[src/lfp_consts.vh]
// Purpose: shared constants of the led string fault protection block
// Assumes: included by lfp_core and lfp_wb, not by lfp_sync
// Notes: definitions only
`ifndef LFP_CONSTS_VH
`define LFP_CONSTS_VH

// channel count and index width
`define LFP_NCH 6
`define LFP_IDX_W 3

// short/long select encoding
`define LFP_SL_LONG 1'b1

// re-arm delay after thermal stage one clears
`define LFP_REARM_MS 800
`define LFP_CLK_KHZ 100000
`define LFP_REARM_W 27

// wishbone register map, byte addresses
`define LFP_ADR_W 8
`define LFP_ADR_CTRL 8'h00
`define LFP_ADR_STATUS 8'h04
`define LFP_CTRL_CLR_BIT 0

// status word field positions
`define LFP_ST_ACTIVE_LSB 0
`define LFP_ST_FAULT 6
`define LFP_ST_OVP_HOLD 7
`define LFP_ST_ARMED 8
`define LFP_ST_BOOST_EN 9
`define LFP_ST_SW_BLOCK 10
`define LFP_ST_DRIVER_ON 11

// synchronised input vector layout
`define LFP_SY_W 23
`define LFP_SY_UV 0
`define LFP_SY_OCP 1
`define LFP_SY_OVP 2
`define LFP_SY_OVP_LO 3
`define LFP_SY_SL 4
`define LFP_SY_ACH 5
`define LFP_SY_THERMAL_STAGE_ONE 6
`define LFP_SY_THERMAL_STAGE_TWO 7
`define LFP_SY_SLP 8
`define LFP_SY_EN 9
`define LFP_SY_CYC 10
`define LFP_SY_OPEN_LSB 11
`define LFP_SY_CHL_LSB 17
`define LFP_SY_CHH_LSB 20

`endif

[src/lfp_core.v]
// Purpose: fault protection decision logic for a six string led driver
// Assumes: comparator flags and pins are async levels, sys_clk 100 MHz
// Notes: enable low clears protection state and shuts the driver down
//
// Function
// - supply low shuts whole driver, overrides all
// - overcurrent blocks boost switch this cycle only
// - overvoltage shuts the boost converter down
// - overvoltage removes all open channels at once
// - channels stay on while overvoltage holds boost
// - boost restarts: lower overvoltage released, all-high low
// - short/long select picks short or long string
// - lowest/highest index pick the single victim
// - all-high means every active channel above feedback
// - all-high blocks string protection, holds boost off
// - thermal stage one disconnects at most one string
// - re-arm after cooling, disconnected strings stay off
// - thermal stage two shuts boost down at once
// - stage two clear restarts boost, strings stay off
// - enable held low keeps driver shut down
// - enable low pulse clears all protection state
// - fault output is open drain, active low
// - short/long select: zero short, one long
// - thermal re-arm waits 800 ms after cooling
// - fault on short, open, overcurrent, over-temperature
// - each new overvoltage trigger drops further open channels
`include "lfp_consts.vh"
`default_nettype none
module lfp_core #(
  parameter NCH = `LFP_NCH,
  parameter REARM_W = `LFP_REARM_W,
  parameter [31:0] REARM_CYCLES = `LFP_REARM_MS * `LFP_CLK_KHZ
) (
  input wire sys_clk,
  input wire resetn,
  input wire enable_pin,
  input wire supply_low_flag,
  input wire switch_overcurrent_flag,
  input wire overvoltage_flag,
  input wire overvoltage_low_flag,
  input wire short_long_sel,
  input wire all_channels_high_flag,
  input wire thermal_stage_one,
  input wire thermal_stage_two,
  input wire short_string_guard,
  input wire boost_cycle_start,
  input wire [NCH-1:0] open_channel_flags,
  input wire [`LFP_IDX_W-1:0] lowest_channel_index,
  input wire [`LFP_IDX_W-1:0] highest_channel_index,
  input wire wb_cyc_i,
  input wire wb_stb_i,
  input wire wb_we_i,
  input wire [`LFP_ADR_W-1:0] wb_adr_i,
  input wire [31:0] wb_dat_i,
  input wire [3:0] wb_sel_i,
  output wire [31:0] wb_dat_o,
  output wire wb_ack_o,
  output reg driver_on_q,
  output reg boost_enable_q,
  output reg boost_switch_off_q,
  output reg [NCH-1:0] chan_sink_en_q,
  output reg [NCH-1:0] chan_feedback_q,
  output reg fault_out_n_o_q,
  output reg fault_out_n_oe_n_q
);

////////////////////////////////////////////////////////////////////////////
// helpers

// one-hot of a channel index, zero when out of range
function [NCH-1:0] lfp_onehot;
  input [`LFP_IDX_W-1:0] idx;
  integer i;
  begin
    lfp_onehot = {NCH{1'b0}};
    for (i = 0; i < NCH; i = i + 1) begin
      if (idx == i[`LFP_IDX_W-1:0]) begin
        lfp_onehot[i] = 1'b1;
      end
    end
  end
endfunction

localparam [REARM_W-1:0] REARM_LAST =
  REARM_CYCLES[REARM_W-1:0] - {{(REARM_W-1){1'b0}}, 1'b1};

////////////////////////////////////////////////////////////////////////////
// input synchronisation

wire [`LFP_SY_W-1:0] sy_raw;
wire [`LFP_SY_W-1:0] sy;

assign sy_raw = {highest_channel_index, lowest_channel_index,
                 open_channel_flags, boost_cycle_start, enable_pin,
                 short_string_guard, thermal_stage_two, thermal_stage_one,
                 all_channels_high_flag, short_long_sel,
                 overvoltage_low_flag, overvoltage_flag,
                 switch_overcurrent_flag, supply_low_flag};

lfp_sync #(
  .W(`LFP_SY_W)
) u_sync (
  .sys_clk(sys_clk),
  .resetn(resetn),
  .async_i(sy_raw),
  .sync_o(sy)
);

wire s_uv = sy[`LFP_SY_UV];
wire s_ocp = sy[`LFP_SY_OCP];
wire s_ovp = sy[`LFP_SY_OVP];
wire s_ovp_lo = sy[`LFP_SY_OVP_LO];
wire s_sl = sy[`LFP_SY_SL];
wire s_ach = sy[`LFP_SY_ACH];
wire s_thermal_stage_one = sy[`LFP_SY_THERMAL_STAGE_ONE];
wire s_thermal_stage_two = sy[`LFP_SY_THERMAL_STAGE_TWO];
wire s_slp = sy[`LFP_SY_SLP];
wire s_en = sy[`LFP_SY_EN];
wire s_cyc = sy[`LFP_SY_CYC];
wire [NCH-1:0] s_open = sy[`LFP_SY_OPEN_LSB +: NCH];
wire [`LFP_IDX_W-1:0] s_chl = sy[`LFP_SY_CHL_LSB +: `LFP_IDX_W];
wire [`LFP_IDX_W-1:0] s_chh = sy[`LFP_SY_CHH_LSB +: `LFP_IDX_W];

////////////////////////////////////////////////////////////////////////////
// register bus

wire soft_clr;
reg [31:0] status_w;

lfp_wb u_wb (
  .sys_clk(sys_clk),
  .resetn(resetn),
  .wb_cyc_i(wb_cyc_i),
  .wb_stb_i(wb_stb_i),
  .wb_we_i(wb_we_i),
  .wb_adr_i(wb_adr_i),
  .wb_dat_i(wb_dat_i),
  .wb_sel_i(wb_sel_i),
  .status_i(status_w),
  .wb_dat_o(wb_dat_o),
  .wb_ack_o(wb_ack_o),
  .soft_clr_o(soft_clr)
);

////////////////////////////////////////////////////////////////////////////
// state

reg [NCH-1:0] active_q, active_d;
reg ovp_hold_q, ovp_hold_d;
reg armed_q, armed_d;
reg [REARM_W-1:0] rearm_cnt_q, rearm_cnt_d;
reg fault_q, fault_d;
reg sw_block_q, sw_block_d;
reg ovp_prev_q;
reg cyc_prev_q;

////////////////////////////////////////////////////////////////////////////
// decision logic

wire clr_all = ~s_en | soft_clr;
wire drv_on = s_en & ~s_uv;
wire ovp_rise = s_ovp & ~ovp_prev_q;
wire cyc_rise = s_cyc & ~cyc_prev_q;

wire ovp_ok = ovp_rise & ~s_uv & ~s_ocp & ~s_thermal_stage_two;
wire [NCH-1:0] open_hit = s_open & active_q;

wire [NCH-1:0] victim = active_q &
  ((s_sl == `LFP_SL_LONG) ? lfp_onehot(s_chl) : lfp_onehot(s_chh));

wire str_trig = (s_thermal_stage_one | s_slp) & armed_q & drv_on & ~s_thermal_stage_two &
                ~s_ach & ~ovp_hold_q & ~s_ovp;

wire fault_set = s_slp | (ovp_ok & (|open_hit)) | s_ocp |
                 s_thermal_stage_one | s_thermal_stage_two;

always @* begin
  active_d = active_q;
  ovp_hold_d = ovp_hold_q;
  armed_d = armed_q;
  rearm_cnt_d = rearm_cnt_q;
  sw_block_d = sw_block_q;
  fault_d = fault_q;

  if (cyc_rise) begin
    sw_block_d = 1'b0;
  end
  if (s_ocp & ~s_uv & ~s_thermal_stage_two) begin
    sw_block_d = 1'b1;
  end

  if (~s_ovp & ~s_ovp_lo & ~s_ach) begin
    ovp_hold_d = 1'b0;
  end
  if (ovp_ok) begin
    ovp_hold_d = 1'b1;
  end

  if (ovp_ok) begin
    active_d = active_d & ~open_hit;
  end

  if (str_trig) begin
    active_d = active_d & ~victim;
    armed_d = 1'b0;
    rearm_cnt_d = {REARM_W{1'b0}};
  end else if (~armed_q) begin
    if (s_thermal_stage_one | s_slp | s_ach) begin
      rearm_cnt_d = {REARM_W{1'b0}};
    end else if (rearm_cnt_q == REARM_LAST) begin
      armed_d = 1'b1;
      rearm_cnt_d = {REARM_W{1'b0}};
    end else begin
      rearm_cnt_d = rearm_cnt_q + {{(REARM_W-1){1'b0}}, 1'b1};
    end
  end

  if (clr_all) begin
    active_d = {NCH{1'b1}};
    ovp_hold_d = 1'b0;
    armed_d = 1'b1;
    rearm_cnt_d = {REARM_W{1'b0}};
    sw_block_d = 1'b0;
  end

  if (clr_all) begin
    fault_d = 1'b0;
  end
  if (fault_set) begin
    fault_d = 1'b1;
  end
end

always @(posedge sys_clk or negedge resetn) begin
  if (!resetn) begin
    active_q <= {NCH{1'b1}};
    ovp_hold_q <= 1'b0;
    armed_q <= 1'b1;
    rearm_cnt_q <= {REARM_W{1'b0}};
    fault_q <= 1'b0;
    sw_block_q <= 1'b0;
    ovp_prev_q <= 1'b0;
    cyc_prev_q <= 1'b0;
  end else begin
    active_q <= active_d;
    ovp_hold_q <= ovp_hold_d;
    armed_q <= armed_d;
    rearm_cnt_q <= rearm_cnt_d;
    fault_q <= fault_d;
    sw_block_q <= sw_block_d;
    ovp_prev_q <= s_ovp;
    cyc_prev_q <= s_cyc;
  end
end

////////////////////////////////////////////////////////////////////////////
// outputs

wire boost_d = drv_on & ~s_thermal_stage_two & ~ovp_hold_d & ~s_ach;

always @(posedge sys_clk or negedge resetn) begin
  if (!resetn) begin
    driver_on_q <= 1'b0;
    boost_enable_q <= 1'b0;
    boost_switch_off_q <= 1'b1;
    chan_sink_en_q <= {NCH{1'b0}};
    chan_feedback_q <= {NCH{1'b0}};
    fault_out_n_o_q <= 1'b0;
    fault_out_n_oe_n_q <= 1'b1;
  end else begin
    driver_on_q <= drv_on;
    boost_enable_q <= boost_d;
    boost_switch_off_q <= ~boost_d | sw_block_d;
    chan_sink_en_q <= active_d & {NCH{drv_on}};
    chan_feedback_q <= active_d & {NCH{drv_on}};
    fault_out_n_o_q <= 1'b0;
    fault_out_n_oe_n_q <= ~fault_d;
  end
end

////////////////////////////////////////////////////////////////////////////
// status word

always @* begin
  status_w = 32'h0000_0000;
  status_w[`LFP_ST_ACTIVE_LSB +: NCH] = active_q;
  status_w[`LFP_ST_FAULT] = fault_q;
  status_w[`LFP_ST_OVP_HOLD] = ovp_hold_q;
  status_w[`LFP_ST_ARMED] = armed_q;
  status_w[`LFP_ST_BOOST_EN] = boost_enable_q;
  status_w[`LFP_ST_SW_BLOCK] = sw_block_q;
  status_w[`LFP_ST_DRIVER_ON] = driver_on_q;
end

endmodule // lfp_core
`default_nettype wire

[src/lfp_sync.v]
// Purpose: two flip-flop synchroniser for a vector of async levels
// Assumes: each bit is an independent level from outside sys_clk
// Notes: stage one is read only by stage two
`default_nettype none
module lfp_sync #(
  parameter W = 1
) (
  input wire sys_clk,
  input wire resetn,
  input wire [W-1:0] async_i,
  output reg [W-1:0] sync_o
);

reg [W-1:0] meta_q;

always @(posedge sys_clk or negedge resetn) begin
  if (!resetn) begin
    meta_q <= {W{1'b0}};
    sync_o <= {W{1'b0}};
  end else begin
    meta_q <= async_i;
    sync_o <= meta_q;
  end
end

endmodule // lfp_sync
`default_nettype wire

[src/lfp_wb.v]
// Purpose: classic wishbone slave for control and status words
// Assumes: 32-bit data, byte addresses, one wait state per access
// Notes: unmapped reads return zero, unmapped writes are dropped
`include "lfp_consts.vh"
`default_nettype none
module lfp_wb (
  input wire sys_clk,
  input wire resetn,
  input wire wb_cyc_i,
  input wire wb_stb_i,
  input wire wb_we_i,
  input wire [`LFP_ADR_W-1:0] wb_adr_i,
  input wire [31:0] wb_dat_i,
  input wire [3:0] wb_sel_i,
  input wire [31:0] status_i,
  output reg [31:0] wb_dat_o,
  output reg wb_ack_o,
  output reg soft_clr_o
);

wire req = wb_cyc_i & wb_stb_i & ~wb_ack_o;
reg [31:0] rd_d;
reg clr_d;

always @* begin
  rd_d = 32'h0000_0000;
  clr_d = 1'b0;
  if (wb_adr_i == `LFP_ADR_STATUS) begin
    rd_d = status_i;
  end else if (wb_adr_i == `LFP_ADR_CTRL) begin
    rd_d = 32'h0000_0000;
    clr_d = wb_we_i & wb_sel_i[0] & wb_dat_i[`LFP_CTRL_CLR_BIT];
  end
end

always @(posedge sys_clk or negedge resetn) begin
  if (!resetn) begin
    wb_ack_o <= 1'b0;
    wb_dat_o <= 32'h0000_0000;
    soft_clr_o <= 1'b0;
  end else begin
    wb_ack_o <= req;
    soft_clr_o <= req & clr_d;
    if (req & ~wb_we_i) begin
      wb_dat_o <= rd_d;
    end
  end
end

endmodule // lfp_wb
`default_nettype wire

[config.mk]
export PLATFORM = sky130hd
export DESIGN_NAME = lfp_core
export DESIGN_NICKNAME = d
export VERILOG_FILES = /design/src/lfp_core.v /design/src/lfp_sync.v /design/src/lfp_wb.v
export VERILOG_INCLUDE_DIRS = /design/src
export SDC_FILE = /design/constraint.sdc
export NUM_CORES = 1
export LEC_CHECK = 0
export BUFFER_PORTS_ARGS = -buffer_cell sky130_fd_sc_hd__buf_2
export CAP_MARGIN = 25
export CELL_PAD_IN_SITES_DETAIL_PLACEMENT = 1
export CELL_PAD_IN_SITES_GLOBAL_PLACEMENT = 1
export CORE_AREA = 2 2 110 112
export DETAILED_ROUTE_END_ITERATION = 8
export DIE_AREA = 0 0 112 114
export PLACE_DENSITY_LB_ADDON = 0.1
export SYNTH_ARGS = -nofsm -noshare
export SYNTH_HDL_FRONTEND = slang
export SYNTH_SLANG_ARGS = --single-unit
[constraint.sdc]
create_clock -name sys_clk -period 2.5 [get_ports sys_clk]
set_clock_uncertainty 0.05 [all_clocks]
set_input_delay 0.75 -clock sys_clk [delete_from_list [all_inputs] [get_ports sys_clk]]
set_output_delay 0.75 -clock sys_clk [all_outputs]
set_load 0.005 [all_outputs]
==> flow_summary.yaml <==
detailed_routing:
  drt_first_iter_violations: 96
  vias: 3200
  remaining_drcs: 0
  drtAntennaViolNets: 0
  finalWirelength_mm: 10.1
  routedWlPerCell_um: 16.4
  detail_route.first_pass.iterations: 4
  vias_per_cell: 5.21
die:
  die_width_um: 112
  rows: 40
  initial_utilization: 0.387
  die_height_um: 114
  ios: 122
  floorplan_die_area_um2: 12800
  core_area_um2: 11700
worst_hold_path:
  hold_path_class: "register to register"
  holdCritStartpoint: "u_sync.meta_q[12]"
cts:
  post-cts-setup-buffer-count: 0
  worst_setup_hold_path_clk_slew_ns: 0.08
  tritoncts: "done"
  cts-root-buf: "sky130_fd_sc_hd__clkbuf_16"
  clock_path_buffers: 2
  htreeDepth: 3
  cts_hold_buf: 0
  clock_insertion_delay_worst_skew_ns: 0.35
  ctsResizeCount: 0
  numClockSinks: 109
  cts-buffers-inserted: 9
finish:
  fillerInstances: 1298
  flow.area_growth_from_synthesis_pct: 15.4
  sequential_cell_area_um2: 2740
  post-route-cell-area_um2: 5230
  antenna_cells_inserted: 0
  num-nets-final: 535
  multi_input_comb_area_um2: 1540
  drive_above_1_share: 0.240
power:
  p_seq_frac: 0.542
  power_per_cell_area_nw_per_um2: 650
  switchingPower_mw: 0.794
  p_int_mw: 2.61
  cellLeakagePower_nw: 2.38
  clock_power_share: 0.407
  largest_vdd_supply_drop_uv: 428
  power.share.switching: 0.233
  p_comb_frac: 0.051
timing:
  period_needed_ns: 2.23
  setup_tns_ns: 0
  final_hold_viol_count: 0
  final_max_slew_viol_count: 0
  hold_slack_ns: 0.295
  worst_pin_slew_ns: 0.663
  timing.final.crit_share: 0.891
  max-slew-margin-rel: 0.556
  achievable-frequency_mhz: 449
  rsz0062_at_grt: "false"
  setup_violation_total_in_the_final_timing_report: 0
setup_path:
  r2r_start: "rearm_cnt_q[0]"
  critical_path.max_fanout: 7
  arrival_ns: 2.41
  path_class: "register to register"
  worst_path_required_time_ns: 2.69
  critPathLaunch: "rearm_cnt_q[0]"
  critPathLaunchType: "register"
  critPathCaptureType: "register"
synth:
  post_synthesis_sequential_area_ratio: 0.604
  synth.distinct_cells: 55
  synth.top_cells.by_area: "sky130_fd_sc_hd__dfrtp_1 55%, sky130_fd_sc_hd__dfstp_2 5.2%, sky130_fd_sc_hd__buf_4 4.5%, sky130_fd_sc_hd__nand2_1 3.2%, sky130_fd_sc_hd__nand3_1 2.7%"
  synth_top_area_cell: "sky130_fd_sc_hd__dfrtp_1"
  synth.most_common_cell: "sky130_fd_sc_hd__dfrtp_1"
  synthesis.area_um2: 4530
  number_of_storage_elements_in_the_synthesis_netlist: 109
  main_flop_type_after_synthesis: "sky130_fd_sc_hd__dfrtp_1"
  synth_edf_count: 0
  ys_top_cells_by_count: "100 x sky130_fd_sc_hd__dfrtp_1, 39 x sky130_fd_sc_hd__nand2_1, 27 x sky130_fd_sc_hd__buf_4"
  ys_warn_count: 0
  synth_area_per_cell_um2: 11.3
  post_synth_inst_count: 400
  async_sr_flop_fraction: 1.00
  yosys.area.top_type_share: 0.552
global_routing:
  grt_start_max_net_pins: 45
  global_route.usage.total: 0.170
  antenna_found_initial: 0
  grt_first_pass_wirelength_mm: 17.2
  grt_pass1_vias: 3409
  grt_remaining_overflow: 0
run_status:
  run_status: "complete, no violations"
placed_design:
  post_dp_cell_area_um2: 4940
  place.gp.congestion: 0.806
  port-buffer-count: 66
  detailed_place_hpwl_mm: 7.21
run:
  timing.max_cap.violations: 0
[placed cells by master (no fill, tap or decap), types with 11 or more instances in the layout]
cell                      synthesis  final
sky130_fd_sc_hd__a21oi_1         18     18
sky130_fd_sc_hd__nand3_1         24     24
sky130_fd_sc_hd__a22o_1          12     12
sky130_fd_sc_hd__conb_1           1     21
sky130_fd_sc_hd__dfrtp_1        100    100
sky130_fd_sc_hd__buf_2            7     65
sky130_fd_sc_hd__inv_1           15     15
sky130_fd_sc_hd__nand2_1         39     39
sky130_fd_sc_hd__nand4_1         11     11
sky130_fd_sc_hd__nor2_1          13     13
[kinds of logic after synthesis]
logic type | after synthesis | synth area share
muxes | 8 | 0.0182
and+or+nand+nor | 135 | 0.163
AOI/OAI and AO/OA | 86 | 0.136
DFF | 109 | 0.604
buffers and inverters | 59 | 0.0734
other | 1 | 0.000827
adders and majority gates | 1 | 0.00276
xor gates and xnor gates | 1 | 0.00193
[stage by stage]
stage / worst slack, ns / cells / total power [mW] / utilization
2_1_floorplan: 0.522 / 420 / 1.97 / -
3_3_place_gp: 0.340 / 598 / 2.05 / 0.422
3_5_place_dp: 0.291 / 598 / 2.06 / 0.422
4_1_cts: 0.283 / 614 / 3.46 / 0.447
5_1_grt: 0.0812 / 614 / 3.56 / 0.447
6_report: 0.273 / 614 / 3.40 / 0.447
[registers in the layout, summed over array words and instances, names as in the netlist]
register            cells
u_wb.wb_dat_o          12
driver_on_q             1
rearm_cnt_q            27
boost_switch_off_q      1
u_sync.sync_o          23
fault_out_n_oe_n_q      1
boost_enable_q          1
armed_q                 1
chan_feedback_q         6
u_wb.soft_clr_o         1
ovp_hold_q              1
fault_q                 1
cyc_prev_q              1
u_wb.wb_ack_o           1
u_sync.meta_q          23
ovp_prev_q              1
sw_block_q              1
active_q                6
[critical path: stages (launching register included)]
cell and delay [ns]:
sky130_fd_sc_hd__dfrtp_1 0.41, sky130_fd_sc_hd__ha_1 0.26, sky130_fd_sc_hd__nand4_2 0.20, sky130_fd_sc_hd__or4_1 0.73, sky130_fd_sc_hd__o21a_1 0.24, sky130_fd_sc_hd__a22oi_1 0.17
sky130_fd_sc_hd__nand2_1 0.06
[power by group through the flow]
stage	logic (mW)	clock network [mW]	registers, mW
CTS	0.178	1.44	1.84
global route	0.198	1.51	1.85
detailed placement	0.177	0	1.88
finish	0.173	1.39	1.84
floorplan	0.100	0	1.87
global placement	0.173	0	1.87
[worst paths after layout]
kind                            cells after the start  slack (ns)           endpoint
worst min register to register                      0        0.29  u_sync.sync_o[12]
min in group asynchronous                           1        0.31  u_wb.wb_dat_o[11]
worst max register to register                      6        0.27    rearm_cnt_q[22]
max in group asynchronous                           2        1.44            armed_q
worst max-delay path                                6        0.27    rearm_cnt_q[22]
worst min-delay path                                0        0.29  u_sync.sync_o[12]
[metal layers]
metal  global-route usage  part of all wire
met1                0.235              0.48
met2                0.266              0.46
met3               0.0319             0.049
met4               0.0683             0.015
met5                    0                 0
[final cells by class]
cell class              count  share of cell area
inverters                  15              0.0108
flip-flops and latches    109               0.524
clock buffers              11              0.0464
repair buffers             75              0.0813
multi-input cells         252               0.293
well taps                 147              0.0352
clock inverters             5             0.00933
No activity file was read; power rests on OpenSTA's default activity.
